--- config.mk ---
export PLATFORM = sky130hd
export DESIGN_NAME = pirq_top
export DESIGN_NICKNAME = d
export VERILOG_FILES = /design/src/pirq_pkg.sv /design/src/pirq_flag_bits.sv /design/src/pirq_irq_status.sv /design/src/pirq_top.sv
export SDC_FILE = /design/constraint.sdc
export NUM_CORES = 1
export LEC_CHECK = 0
export BUFFER_PORTS_ARGS = -buffer_cell sky130_fd_sc_hd__buf_2
export CORE_MARGIN = 2
export CORE_UTILIZATION = 40
export DETAILED_ROUTE_END_ITERATION = 12
export PLACE_DENSITY_LB_ADDON = 0.12
export SETUP_SLACK_MARGIN = 0.4
export SYNTH_ARGS = -nofsm -noshare
export SYNTH_HDL_FRONTEND = slang
export SYNTH_SLANG_ARGS = --single-unit
--- constraint.sdc ---
create_clock -name clk_i -period 1.5 [get_ports clk_i]
set_clock_uncertainty 0.2 [all_clocks]
set_input_delay 0.15 -clock clk_i [delete_from_list [all_inputs] [get_ports clk_i]]
set_output_delay 0.15 -clock clk_i [all_outputs]
set_load 0.005 [all_outputs]
--- src/pirq_pkg.sv ---
package pirq_pkg;

  // register offsets (byte addresses; all are 32-bit word aligned except the control offset 0x0B)
  localparam logic [7:0] PIRQ_FLAGS_OFS   = 8'h0C;
  localparam logic [7:0] PIRQ_ENABLES_OFS = 8'h8C;
  localparam logic [7:0] PIRQ_CTRL_OFS    = 8'h0B;
  localparam logic [7:0] PIRQ_IRQ_STAT_OFS = 8'h10;
  localparam logic [7:0] PIRQ_IRQ_MASK_OFS = 8'h14;

  // flag bit positions
  localparam int PIRQ_BIT_PSP   = 7;
  localparam int PIRQ_BIT_ADC   = 6;
  localparam int PIRQ_BIT_RX    = 5;
  localparam int PIRQ_BIT_TX    = 4;
  localparam int PIRQ_BIT_SSP   = 3;
  localparam int PIRQ_BIT_CCP   = 2;
  localparam int PIRQ_BIT_TMRB  = 1;
  localparam int PIRQ_BIT_TMRA  = 0;
  // control register bits
  localparam int PIRQ_BIT_GATE  = 6;
  localparam int PIRQ_BIT_GLOB  = 7;

  // reset values
  localparam logic [7:0] PIRQ_FLAGS_RST = 8'h00;
  localparam logic [7:0] PIRQ_EN_RST    = 8'h00;
  localparam logic [7:0] PIRQ_CTRL_RST  = 8'h00;

  // software-writable flag bits (the two buffer flags are read-only)
  localparam logic [7:0] PIRQ_SW_MASK   = 8'hCF;

  // capture/compare unit modes
  typedef enum logic [1:0]
  {
    PIRQ_CCP_OFF     = 2'h0,
    PIRQ_CCP_CAPTURE = 2'h1,
    PIRQ_CCP_COMPARE = 2'h2,
    PIRQ_CCP_PWM     = 2'h3
  } pirq_ccp_mode_t;

  // peripheral condition pulses and levels
  typedef struct packed
  {
    logic psp_done;
    logic adc_done;
    logic rx_full;
    logic tx_empty;
    logic ssp_done;
    logic ccp_capture;
    logic ccp_match;
    logic tmrb_match;
    logic tmra_ovf;
  } pirq_events_t;

  // register-bus request
  typedef struct packed
  {
    logic       cyc;
    logic       stb;
    logic       we;
    logic [3:0] sel;
    logic [7:0] adr;
    logic [31:0] dat;
  } pirq_wb_req_t;

  // bus answer phase
  typedef enum logic [1:0]
  {
    PIRQ_BUS_IDLE = 2'b01,
    PIRQ_BUS_ACK  = 2'b10
  } pirq_bus_state_t;

  function automatic logic [7:0] pirq_w1c(input logic [7:0] cur, input logic [7:0] clr,
                                          input logic [7:0] set);
    pirq_w1c = (cur & ~clr) | set;
  endfunction

endpackage

--- src/pirq_flag_bits.sv ---
`timescale 1ns/1ps
`default_nettype none
module pirq_flag_bits
  import pirq_pkg::*;
#(
  parameter bit HAS_PSP = 1'b1
)
(
  // clock and reset
  input  wire logic        clk_i,
  input  wire logic        rst_i,
  // peripheral side
  input  wire pirq_events_t ev_i,
  input  wire pirq_ccp_mode_t ccp_mode_i,
  // software side
  input  wire logic        wr_i,
  input  wire logic [7:0]  wdat_i,
  // state
  output logic [7:0]       flags_o,
  output logic [7:0]       set_o
);

  typedef struct packed
  {
    logic [7:0] flags;
  } pirq_fb_state_t;

  pirq_fb_state_t st;
  pirq_fb_state_t next_st;
  logic [7:0]     set_v;

  ////////////////////////////////////////////////////////////////////////////
  always_comb
  begin
    set_v = 8'h00;
    set_v[PIRQ_BIT_PSP]  = ev_i.psp_done & HAS_PSP;
    set_v[PIRQ_BIT_ADC]  = ev_i.adc_done;
    set_v[PIRQ_BIT_SSP]  = ev_i.ssp_done;
    set_v[PIRQ_BIT_CCP]  = (ccp_mode_i == PIRQ_CCP_CAPTURE && ev_i.ccp_capture)
                        | (ccp_mode_i == PIRQ_CCP_COMPARE && ev_i.ccp_match);
    set_v[PIRQ_BIT_TMRB] = ev_i.tmrb_match;
    set_v[PIRQ_BIT_TMRA] = ev_i.tmra_ovf;
    next_st = st;
    // software writes only zeros that stick; a same-cycle event wins
    if (wr_i)
    begin
      next_st.flags = (st.flags & (wdat_i | ~PIRQ_SW_MASK)) | set_v;
    end
    else
    begin
      next_st.flags = st.flags | set_v;
    end
    // buffer flags mirror buffer state and cannot be written
    next_st.flags[PIRQ_BIT_RX] = ev_i.rx_full;
    next_st.flags[PIRQ_BIT_TX] = ev_i.tx_empty;
    if (!HAS_PSP)
    begin
      next_st.flags[PIRQ_BIT_PSP] = 1'b0;
    end
  end

  always_ff @(posedge clk_i)
  begin
    if (rst_i)
    begin
      st.flags <= PIRQ_FLAGS_RST;
    end
    else
    begin
      st <= next_st;
    end
  end

  assign flags_o = st.flags;
  assign set_o   = set_v;

  AST_SET_WINS: assert property (@(posedge clk_i) disable iff (rst_i)
    (ev_i.adc_done) |=> flags_o[PIRQ_BIT_ADC])
    else $error("adc flag not set after event");
  AST_CCP_PWM: assert property (@(posedge clk_i) disable iff (rst_i)
    (ccp_mode_i == PIRQ_CCP_PWM && !$past(flags_o[PIRQ_BIT_CCP]) && !flags_o[PIRQ_BIT_CCP])
      |=> !flags_o[PIRQ_BIT_CCP] || $past(ccp_mode_i) != PIRQ_CCP_PWM)
    else $error("ccp flag set in pwm mode");
  AST_TMRA_HOLD: assert property (@(posedge clk_i) disable iff (rst_i)
    (flags_o[PIRQ_BIT_TMRA] && !(wr_i && !wdat_i[PIRQ_BIT_TMRA])) |=> flags_o[PIRQ_BIT_TMRA])
    else $error("timer a flag dropped without write");
  AST_TMRB_CLR: assert property (@(posedge clk_i) disable iff (rst_i)
    (wr_i && !wdat_i[PIRQ_BIT_TMRB] && !ev_i.tmrb_match) |=> !flags_o[PIRQ_BIT_TMRB])
    else $error("timer b flag not cleared");

endmodule
`default_nettype wire

--- src/pirq_irq_status.sv ---
`timescale 1ns/1ps
`default_nettype none
module pirq_irq_status
  import pirq_pkg::*;
(
  // clock and reset
  input  wire logic       clk_i,
  input  wire logic       rst_i,
  // events and software
  input  wire logic [7:0] ev_i,
  input  wire logic       clr_wr_i,
  input  wire logic [7:0] clr_i,
  input  wire logic       mask_wr_i,
  input  wire logic [7:0] mask_i,
  // state
  output logic [7:0]      status_o,
  output logic [7:0]      mask_o,
  output logic            irq_o
);

  typedef struct packed
  {
    logic [7:0] status;
    logic [7:0] mask;
  } pirq_is_state_t;

  pirq_is_state_t st;
  pirq_is_state_t next_st;

  ////////////////////////////////////////////////////////////////////////////
  always_comb
  begin
    next_st = st;
    next_st.status = pirq_w1c(st.status, clr_wr_i ? clr_i : 8'h00, ev_i);
    if (mask_wr_i)
    begin
      next_st.mask = mask_i;
    end
  end

  always_ff @(posedge clk_i)
  begin
    if (rst_i)
    begin
      st <= '0;
    end
    else
    begin
      st <= next_st;
    end
  end

  assign status_o = st.status;
  assign mask_o   = st.mask;
  assign irq_o    = |(st.status & st.mask);

  AST_STAT_STICKY: assert property (@(posedge clk_i) disable iff (rst_i)
    (|ev_i) |=> ((status_o & $past(ev_i)) == $past(ev_i)))
    else $error("status event lost");

endmodule
`default_nettype wire

--- src/pirq_top.sv ---
// Behaviour
// - flags set regardless of any enable
// - no parallel port: bit reserved, zero
// - converter flag bit 6, sticky
// - rx flag bit 5 follows buffer full
// - tx flag bit 4 follows buffer empty
// - sync serial flag bit 3 sticky
// - capture mode sets bit 2, sticky
// - compare match sets bit 2, sticky
// - timer b match sets bit 1
// - timer a overflow sets bit 0
// - all zero at reset; mixed access
// - enable register, same bit positions
// - peripheral gate bit 6 required; only periph_req_o uses it, irq_o is not gated by it
`timescale 1ns/1ps
`default_nettype none
module pirq_top
  import pirq_pkg::*;
#(
  parameter bit HAS_PSP = 1'b1
)
(
  // clock and reset
  input  wire logic           clk_i,
  input  wire logic           rst_i,
  // wishbone slave
  input  wire logic           cyc_i,
  input  wire logic           stb_i,
  input  wire logic           we_i,
  input  wire logic [3:0]     sel_i,
  input  wire logic [7:0]     adr_i,
  input  wire logic [31:0]    dat_i,
  output logic [31:0]         dat_o,
  output logic                ack_o,
  // peripheral conditions
  input  wire logic           psp_done_i,
  input  wire logic           adc_done_i,
  input  wire logic           rx_full_i,
  input  wire logic           tx_empty_i,
  input  wire logic           ssp_done_i,
  input  wire logic           ccp_capture_i,
  input  wire logic           ccp_match_i,
  input  wire pirq_ccp_mode_t ccp_mode_i,
  input  wire logic           tmrb_match_i,
  input  wire logic           tmra_ovf_i,
  // interrupts
  output logic                periph_req_o,
  output logic                irq_o
);

  typedef struct packed
  {
    pirq_bus_state_t bus;
    logic [31:0]     rdat;
    logic [7:0]      enables;
    logic [7:0]      ctrl;
  } pirq_top_state_t;

  pirq_top_state_t st;
  pirq_top_state_t next_st;
  pirq_events_t    ev;
  logic [7:0]      flags;
  logic [7:0]      set_ev;
  logic [7:0]      irq_status;
  logic [7:0]      irq_mask;
  logic            take;
  logic            wr_b0;
  logic            wr_flags;
  logic            wr_stat;
  logic            wr_mask;
  logic            req;

  ////////////////////////////////////////////////////////////////////////////
  // events arrive from same-clock peripheral logic, no synchroniser
  always_comb
  begin
    ev.psp_done    = psp_done_i;
    ev.adc_done    = adc_done_i;
    ev.rx_full     = rx_full_i;
    ev.tx_empty    = tx_empty_i;
    ev.ssp_done    = ssp_done_i;
    ev.ccp_capture = ccp_capture_i;
    ev.ccp_match   = ccp_match_i;
    ev.tmrb_match  = tmrb_match_i;
    ev.tmra_ovf    = tmra_ovf_i;
  end

  // write takes effect on the request edge; ack follows one cycle later
  assign take     = cyc_i && stb_i && (st.bus == PIRQ_BUS_IDLE);
  assign wr_b0    = take && we_i && sel_i[0];
  assign wr_flags = wr_b0 && (adr_i == PIRQ_FLAGS_OFS);
  assign wr_stat  = wr_b0 && (adr_i == PIRQ_IRQ_STAT_OFS);
  assign wr_mask  = wr_b0 && (adr_i == PIRQ_IRQ_MASK_OFS);

  pirq_flag_bits #(
    .HAS_PSP (HAS_PSP)
  ) u_flags (
    .clk_i      (clk_i),
    .rst_i      (rst_i),
    .ev_i       (ev),
    .ccp_mode_i (ccp_mode_i),
    .wr_i       (wr_flags),
    .wdat_i     (dat_i[7:0]),
    .flags_o    (flags),
    .set_o      (set_ev)
  );

  ////////////////////////////////////////////////////////////////////////////
  // request: any enabled flag, gated by the two control bits
  assign req = |(flags & st.enables)
             && st.ctrl[PIRQ_BIT_GATE]
             && st.ctrl[PIRQ_BIT_GLOB];
  assign periph_req_o = req;

  // sticky record of flag-set events for software polling
  pirq_irq_status u_irq (
    .clk_i     (clk_i),
    .rst_i     (rst_i),
    .ev_i      (set_ev),
    .clr_wr_i  (wr_stat),
    .clr_i     (dat_i[7:0]),
    .mask_wr_i (wr_mask),
    .mask_i    (dat_i[7:0]),
    .status_o  (irq_status),
    .mask_o    (irq_mask),
    .irq_o     (irq_o)
  );

  ////////////////////////////////////////////////////////////////////////////
  always_comb
  begin
    next_st = st;
    case (st.bus)
      PIRQ_BUS_IDLE:
      begin
        if (take)
        begin
          next_st.bus  = PIRQ_BUS_ACK;
          next_st.rdat = 32'h0000_0000;
          case (adr_i)
            PIRQ_FLAGS_OFS:    next_st.rdat[7:0] = flags;
            PIRQ_ENABLES_OFS:  next_st.rdat[7:0] = st.enables;
            PIRQ_CTRL_OFS:     next_st.rdat[7:0] = st.ctrl;
            PIRQ_IRQ_STAT_OFS: next_st.rdat[7:0] = irq_status;
            PIRQ_IRQ_MASK_OFS: next_st.rdat[7:0] = irq_mask;
            default:           next_st.rdat      = 32'h0000_0000;
          endcase
          if (wr_b0 && adr_i == PIRQ_ENABLES_OFS)
          begin
            // enabling should follow a flag clear; stale flags fire at once
            next_st.enables = HAS_PSP ? dat_i[7:0] : (dat_i[7:0] & 8'h7F);
          end
          if (wr_b0 && adr_i == PIRQ_CTRL_OFS)
          begin
            next_st.ctrl = dat_i[7:0] & 8'hC0;
          end
        end
      end
      PIRQ_BUS_ACK:
      begin
        next_st.bus = PIRQ_BUS_IDLE;
      end
      default:
      begin
        next_st.bus = PIRQ_BUS_IDLE;
      end
    endcase
  end

  always_ff @(posedge clk_i)
  begin
    if (rst_i)
    begin
      st.bus     <= PIRQ_BUS_IDLE;
      st.rdat    <= 32'h0000_0000;
      st.enables <= PIRQ_EN_RST;
      st.ctrl    <= PIRQ_CTRL_RST;
    end
    else
    begin
      st <= next_st;
    end
  end

  assign ack_o = (st.bus == PIRQ_BUS_ACK);
  assign dat_o = st.rdat;

  ////////////////////////////////////////////////////////////////////////////
  AST_GATE: assert property (@(posedge clk_i) disable iff (rst_i)
    !st.ctrl[PIRQ_BIT_GATE] |-> !periph_req_o)
    else $error("request without peripheral gate");
  AST_REQ: assert property (@(posedge clk_i) disable iff (rst_i)
    (|(flags & st.enables) && st.ctrl[PIRQ_BIT_GATE] && st.ctrl[PIRQ_BIT_GLOB]) |-> periph_req_o)
    else $error("request missing");
  AST_FLAG_NO_EN: assert property (@(posedge clk_i) disable iff (rst_i)
    (tmra_ovf_i && st.enables == 8'h00) |=> flags[PIRQ_BIT_TMRA])
    else $error("flag waits for enable");
  AST_RX: assert property (@(posedge clk_i) disable iff (rst_i)
    !rst_i |=> flags[PIRQ_BIT_RX] == $past(rx_full_i))
    else $error("rx flag wrong");
  AST_TX_RO: assert property (@(posedge clk_i) disable iff (rst_i)
    (wr_flags && !tx_empty_i) |=> !flags[PIRQ_BIT_TX])
    else $error("tx flag writable");
  AST_NO_PSP: assert property (@(posedge clk_i) disable iff (rst_i)
    !HAS_PSP |-> !flags[PIRQ_BIT_PSP])
    else $error("reserved bit set");
  AST_SSP: assert property (@(posedge clk_i) disable iff (rst_i)
    ssp_done_i |=> flags[PIRQ_BIT_SSP] [*2] or ##1 (ack_o))
    else $error("ssp flag not held");
  AST_CAPT: assert property (@(posedge clk_i) disable iff (rst_i)
    (ccp_mode_i == PIRQ_CCP_CAPTURE && ccp_capture_i) |=> flags[PIRQ_BIT_CCP])
    else $error("capture flag missing");
  AST_CMP: assert property (@(posedge clk_i) disable iff (rst_i)
    (ccp_mode_i == PIRQ_CCP_COMPARE && ccp_match_i) |=> flags[PIRQ_BIT_CCP])
    else $error("compare flag missing");
  AST_ACK: assert property (@(posedge clk_i) disable iff (rst_i)
    (cyc_i && stb_i && !ack_o) |=> ack_o ##1 !ack_o)
    else $error("ack timing wrong");
  AST_RESET: assert property (@(posedge clk_i)
    $past(rst_i) |-> (flags == 8'h00))
    else $error("flags not zero after reset");
  AST_ADC: assert property (@(posedge clk_i) disable iff (rst_i)
    adc_done_i |=> flags[PIRQ_BIT_ADC])
    else $error("converter flag missing");

  ////////////////////////////////////////////////////////////////////////////
  // bus answer: one pulse per request, upper bytes idle
  AST_ACK_PULSE: assert property (@(posedge clk_i) disable iff (rst_i)
    ack_o |=> !ack_o)
    else $error("ack longer than one cycle");

  AST_ACK_IDLE: assert property (@(posedge clk_i) disable iff (rst_i)
    (!(cyc_i && stb_i) && !ack_o) |=> !ack_o)
    else $error("ack without request");

  AST_RDAT_HI: assert property (@(posedge clk_i) disable iff (rst_i)
    ack_o |-> (dat_o[31:8] == 24'h00_0000))
    else $error("read data upper bytes not zero");

  // enable and control registers
  AST_EN_KEEP: assert property (@(posedge clk_i) disable iff (rst_i)
    !(wr_b0 && adr_i == PIRQ_ENABLES_OFS) |=> st.enables == $past(st.enables))
    else $error("enables changed without write");

  AST_EN_WRITE: assert property (@(posedge clk_i) disable iff (rst_i)
    (wr_b0 && adr_i == PIRQ_ENABLES_OFS) |=> st.enables[6:0] == $past(dat_i[6:0]))
    else $error("enables write lost");

  AST_EN_PSP: assert property (@(posedge clk_i) disable iff (rst_i)
    !HAS_PSP |-> !st.enables[PIRQ_BIT_PSP])
    else $error("reserved enable bit set");

  AST_CTRL_WRITE: assert property (@(posedge clk_i) disable iff (rst_i)
    (wr_b0 && adr_i == PIRQ_CTRL_OFS) |=> (st.ctrl[PIRQ_BIT_GATE] == $past(dat_i[PIRQ_BIT_GATE])
      && st.ctrl[5:0] == 6'h00))
    else $error("control write wrong");

  // request gating; a stale flag fires as soon as its enable is set
  AST_GLOB: assert property (@(posedge clk_i) disable iff (rst_i)
    !st.ctrl[PIRQ_BIT_GLOB] |-> !periph_req_o)
    else $error("request without global enable");

  AST_NO_EN: assert property (@(posedge clk_i) disable iff (rst_i)
    (st.enables == 8'h00) |-> !periph_req_o)
    else $error("request with all enables off");

  // flag setting and holding
  AST_PSP_SET: assert property (@(posedge clk_i) disable iff (rst_i)
    (HAS_PSP && psp_done_i) |=> flags[PIRQ_BIT_PSP])
    else $error("parallel port flag missing");

  AST_TMRB_SET: assert property (@(posedge clk_i) disable iff (rst_i)
    tmrb_match_i |=> flags[PIRQ_BIT_TMRB])
    else $error("timer b flag missing");

  AST_TMRA_SET: assert property (@(posedge clk_i) disable iff (rst_i)
    tmra_ovf_i |=> flags[PIRQ_BIT_TMRA])
    else $error("timer a flag missing");

  AST_TX: assert property (@(posedge clk_i) disable iff (rst_i)
    !rst_i |=> flags[PIRQ_BIT_TX] == $past(tx_empty_i))
    else $error("tx flag wrong");

  AST_RX_RO: assert property (@(posedge clk_i) disable iff (rst_i)
    (wr_flags && rx_full_i) |=> flags[PIRQ_BIT_RX])
    else $error("rx flag writable");

  AST_ADC_CLR: assert property (@(posedge clk_i) disable iff (rst_i)
    (wr_flags && !dat_i[PIRQ_BIT_ADC] && !adc_done_i) |=> !flags[PIRQ_BIT_ADC])
    else $error("converter flag not cleared");

  AST_SSP_QUIET: assert property (@(posedge clk_i) disable iff (rst_i)
    (!ssp_done_i && !flags[PIRQ_BIT_SSP]) |=> !flags[PIRQ_BIT_SSP])
    else $error("ssp flag set without event");

  AST_CCP_HOLD: assert property (@(posedge clk_i) disable iff (rst_i)
    (flags[PIRQ_BIT_CCP] && !wr_flags) |=> flags[PIRQ_BIT_CCP])
    else $error("unit flag dropped without write");

  AST_CCP_OFF: assert property (@(posedge clk_i) disable iff (rst_i)
    (ccp_mode_i == PIRQ_CCP_OFF && !flags[PIRQ_BIT_CCP]) |=> !flags[PIRQ_BIT_CCP])
    else $error("unit flag set while off");

  AST_CAPT_NO_MATCH: assert property (@(posedge clk_i) disable iff (rst_i)
    (ccp_mode_i == PIRQ_CCP_CAPTURE && !ccp_capture_i && !flags[PIRQ_BIT_CCP]) |=> !flags[PIRQ_BIT_CCP])
    else $error("match set flag in capture mode");

  AST_PWM_QUIET: assert property (@(posedge clk_i) disable iff (rst_i)
    (ccp_mode_i == PIRQ_CCP_PWM && !flags[PIRQ_BIT_CCP]) |=> !flags[PIRQ_BIT_CCP])
    else $error("unit flag set in pwm mode");

endmodule
`default_nettype wire

==> run metrics <==
# diodes 0; mapped cell area 2320 um2; leak pwr ~0.0013 uW; Cell Pwr Density 787 nW/um2; die area roughly 6400 um2; CP Launch Type register; Most used DFF post-synth dfxtp_1; Cell Rows 27; FF/Latch Area between 900 and 1000 um2; largest net degree at the start of global routing 36; number of synthesized flops with an enable pin 0; share of layout cells above drive strength 1 43.2%; crit-path cells and4b_2 > buf_6 > nand2b_4 > a211oi_2 > buf_4 > a22o_1; post-route setup TNS -1130 ps; status finished, violations left; CTS tree built; Synth async-reset ratio 0%; worst-case clock buffer depth 2; chip width 80.2 um; Cell Count Post-Placement between 300 and 400; Post-CTS Hold Fix Bufs 15; critical path class reg -> reg; Vias/cell 5.29; via count 2241; Hold Crit Class in -> reg; Final min period 1570 ps; # port buffers 43; initial core utilization 41.9%; worst skew pair latency 300 ps; DPL Wire Length 4620 um; failing checks hold timing, setup timing; initial antenna violation count 0; Num CTS Buffers 5; routability cong. 0.812; Layout Cells excl Fill 424; CP Capture Type register; IO Pins 95; first-pass GRT wire length 10200 um; CP max stage cell and4b_2; RSZ-0062 raised after global routing true; max-slew violation count 0; final cycle utilization of the critical path 105%; Die Y roughly 80 um; gr usage total 20.8%; pre-CTS setup slack -170 ps; critical path fanouts, max 6; Final setup viols 25; Final Hold Viols 4; clock slew seen by the registers of the worst setup and hold paths 90 ps; Max IR drop VDD 0.490 mV; Max Freq 637 MHz; Seq/Total Area, Yosys 38.0%; Hold WS -58.2 ps; Routed Antenna Nets 0; 1st-pass router iterations 4; final worst setup slack -70.6 ps; number of fill cells 544; WL final 6620 um; Post-DP Area 2650 um2; Max Cap Viol 0; synth unique cells 41; Initial DRC Count 173; Design Area, Final roughly 3200 um2; GRT overflow 0; register bit total from synthesis 44; Area Growth Syn to Fin 36.4%; clk sinks 44; Final #Nets 411; vias in the first global route between 2000 and 2500; wire length per cell 15.6 um; syn_area_per_cell 8.63 um2; # DRC 0; Post-Synthesis Cells 269; Multi-input gate area roughly 1300 um2; Root Driver clkbuf_8; Slowest Stage Delay on Critical Path 350 ps; critical path data required time 1540 ps; H-tree depth 2; floorplan core area 5540 um2; yosys warns 0; WP data arrival 1610 ps
cell families (layout without fill, tap and decap cells):
group | count (synthesis) | after routing | synth area share (%)
muxes | 3 | 3 | 1.35
other | 1 | 24 | 0.162
AOI/OAI and AO/OA | 94 | 94 | 26.1
and+or+nand+nor | 70 | 70 | 19.1
buffers and inverters | 57 | 117 | 15.3
DFF | 44 | 44 | 38.0
metal layers:
metal | vias to the layer above | track usage [%] | wire [um]
met2 | 84 | 33.0 | 3020
met4 | 0 | 6.44 | 108
met3 | 9 | 3.37 | 393
met5 | - | 0 | 0
li1 | 1103 | - | -
met1 | 1045 | 28.7 | 3100
power by group:
| part | internal, uW | total [uW] | switching (uW) |
|---|---|---|---|
| combinational | 166 | 336 | 170 |
| clock | 493 | 924 | 431 |
| sequential | 1200 | 1230 | 31.7 |
| total | 1860 | 2490 | 632 |
placed cells by master, fill, tap and decap left out, types with 10 or more instances in the layout:
master	instances
buf_2	41
buf_4	32
conb_1	24
a21oi_1	23
dfxtp_1	23
nand3_1	22
dfxtp_2	21
o21ai_1	16
dlygate4sd3_1	15
buf_6	11
a22oi_1	10
nor2_1	10
per-stage QoR:
stage	total power [uW]	utilization, %
detailed placement	1520	47.9
global placement	1520	47.9
global route	2610	57.2
floorplan	1430	-
finish	2490	57.2
CTS	2490	55.1
worst max-delay path, delay by kind of cell, from the launching register on:
family	cells	cell delay, ps
DFF	1	330
buffers and inverters	2	300
and+or+nand+nor	2	410
AOI/OAI and AO/OA	2	260
area by class of cell:
type	instances	share of cell area [%]
multi-input combinational	191	40.6
clock buffer	5	2.17
inverter	9	1.07
clock inverter	3	1.34
tap	72	2.84
sequential	44	28.6
timing repair buffer	100	23.4
path summary, 6_finish.rpt:
path | from | slack (ps) | cells past startpoint | end
worst min-delay path | dat_i[2] | -60 | 3 | u_irq.mask_o[2]$_SDFFE_PP0P_
worst max register to register | st[49]$_SDFFE_PP0N_ | -70 | 6 | dat_o[5]$_SDFFE_PP0P_
worst max-delay path | st[49]$_SDFFE_PP0N_ | -70 | 6 | dat_o[5]$_SDFFE_PP0P_
worst min register to register | dat_o[5]$_SDFFE_PP0P_ | 260 | 1 | dat_o[5]$_SDFFE_PP0P_
synth_stat cells, drive strengths merged, types with 4 or more instances:
cell type  number  area [um2]
a22o            8        70.1
o22ai           4        25.0
nor2b           4        25.0
and3b           6        52.6
o21ai          26         130
a21oi          25         125
clkbuf          6        22.5
a22oi          16         120
nor2           11        41.3
dfxtp          44         881
inv             9        33.8
nand2           6        22.5
nand3          22         110
a311oi          6        52.6
buf            42         298
flip-flops by register name, summed over array words and instances (netlist names):
signal	count
u_flags.flags_o	8
st	12
u_irq.status_o	8
u_irq.mask_o	8
dat_o	8
repair_timing:
action / CTS / global route
pin swaps: 16 / 7
setup buffers: 8 / 2
endpoints found under the hold margin: 35 / 4
resized for setup: 32 / 32
setup endpoints to repair: 50 / 53
No activity file was read; power rests on OpenSTA's default activity.
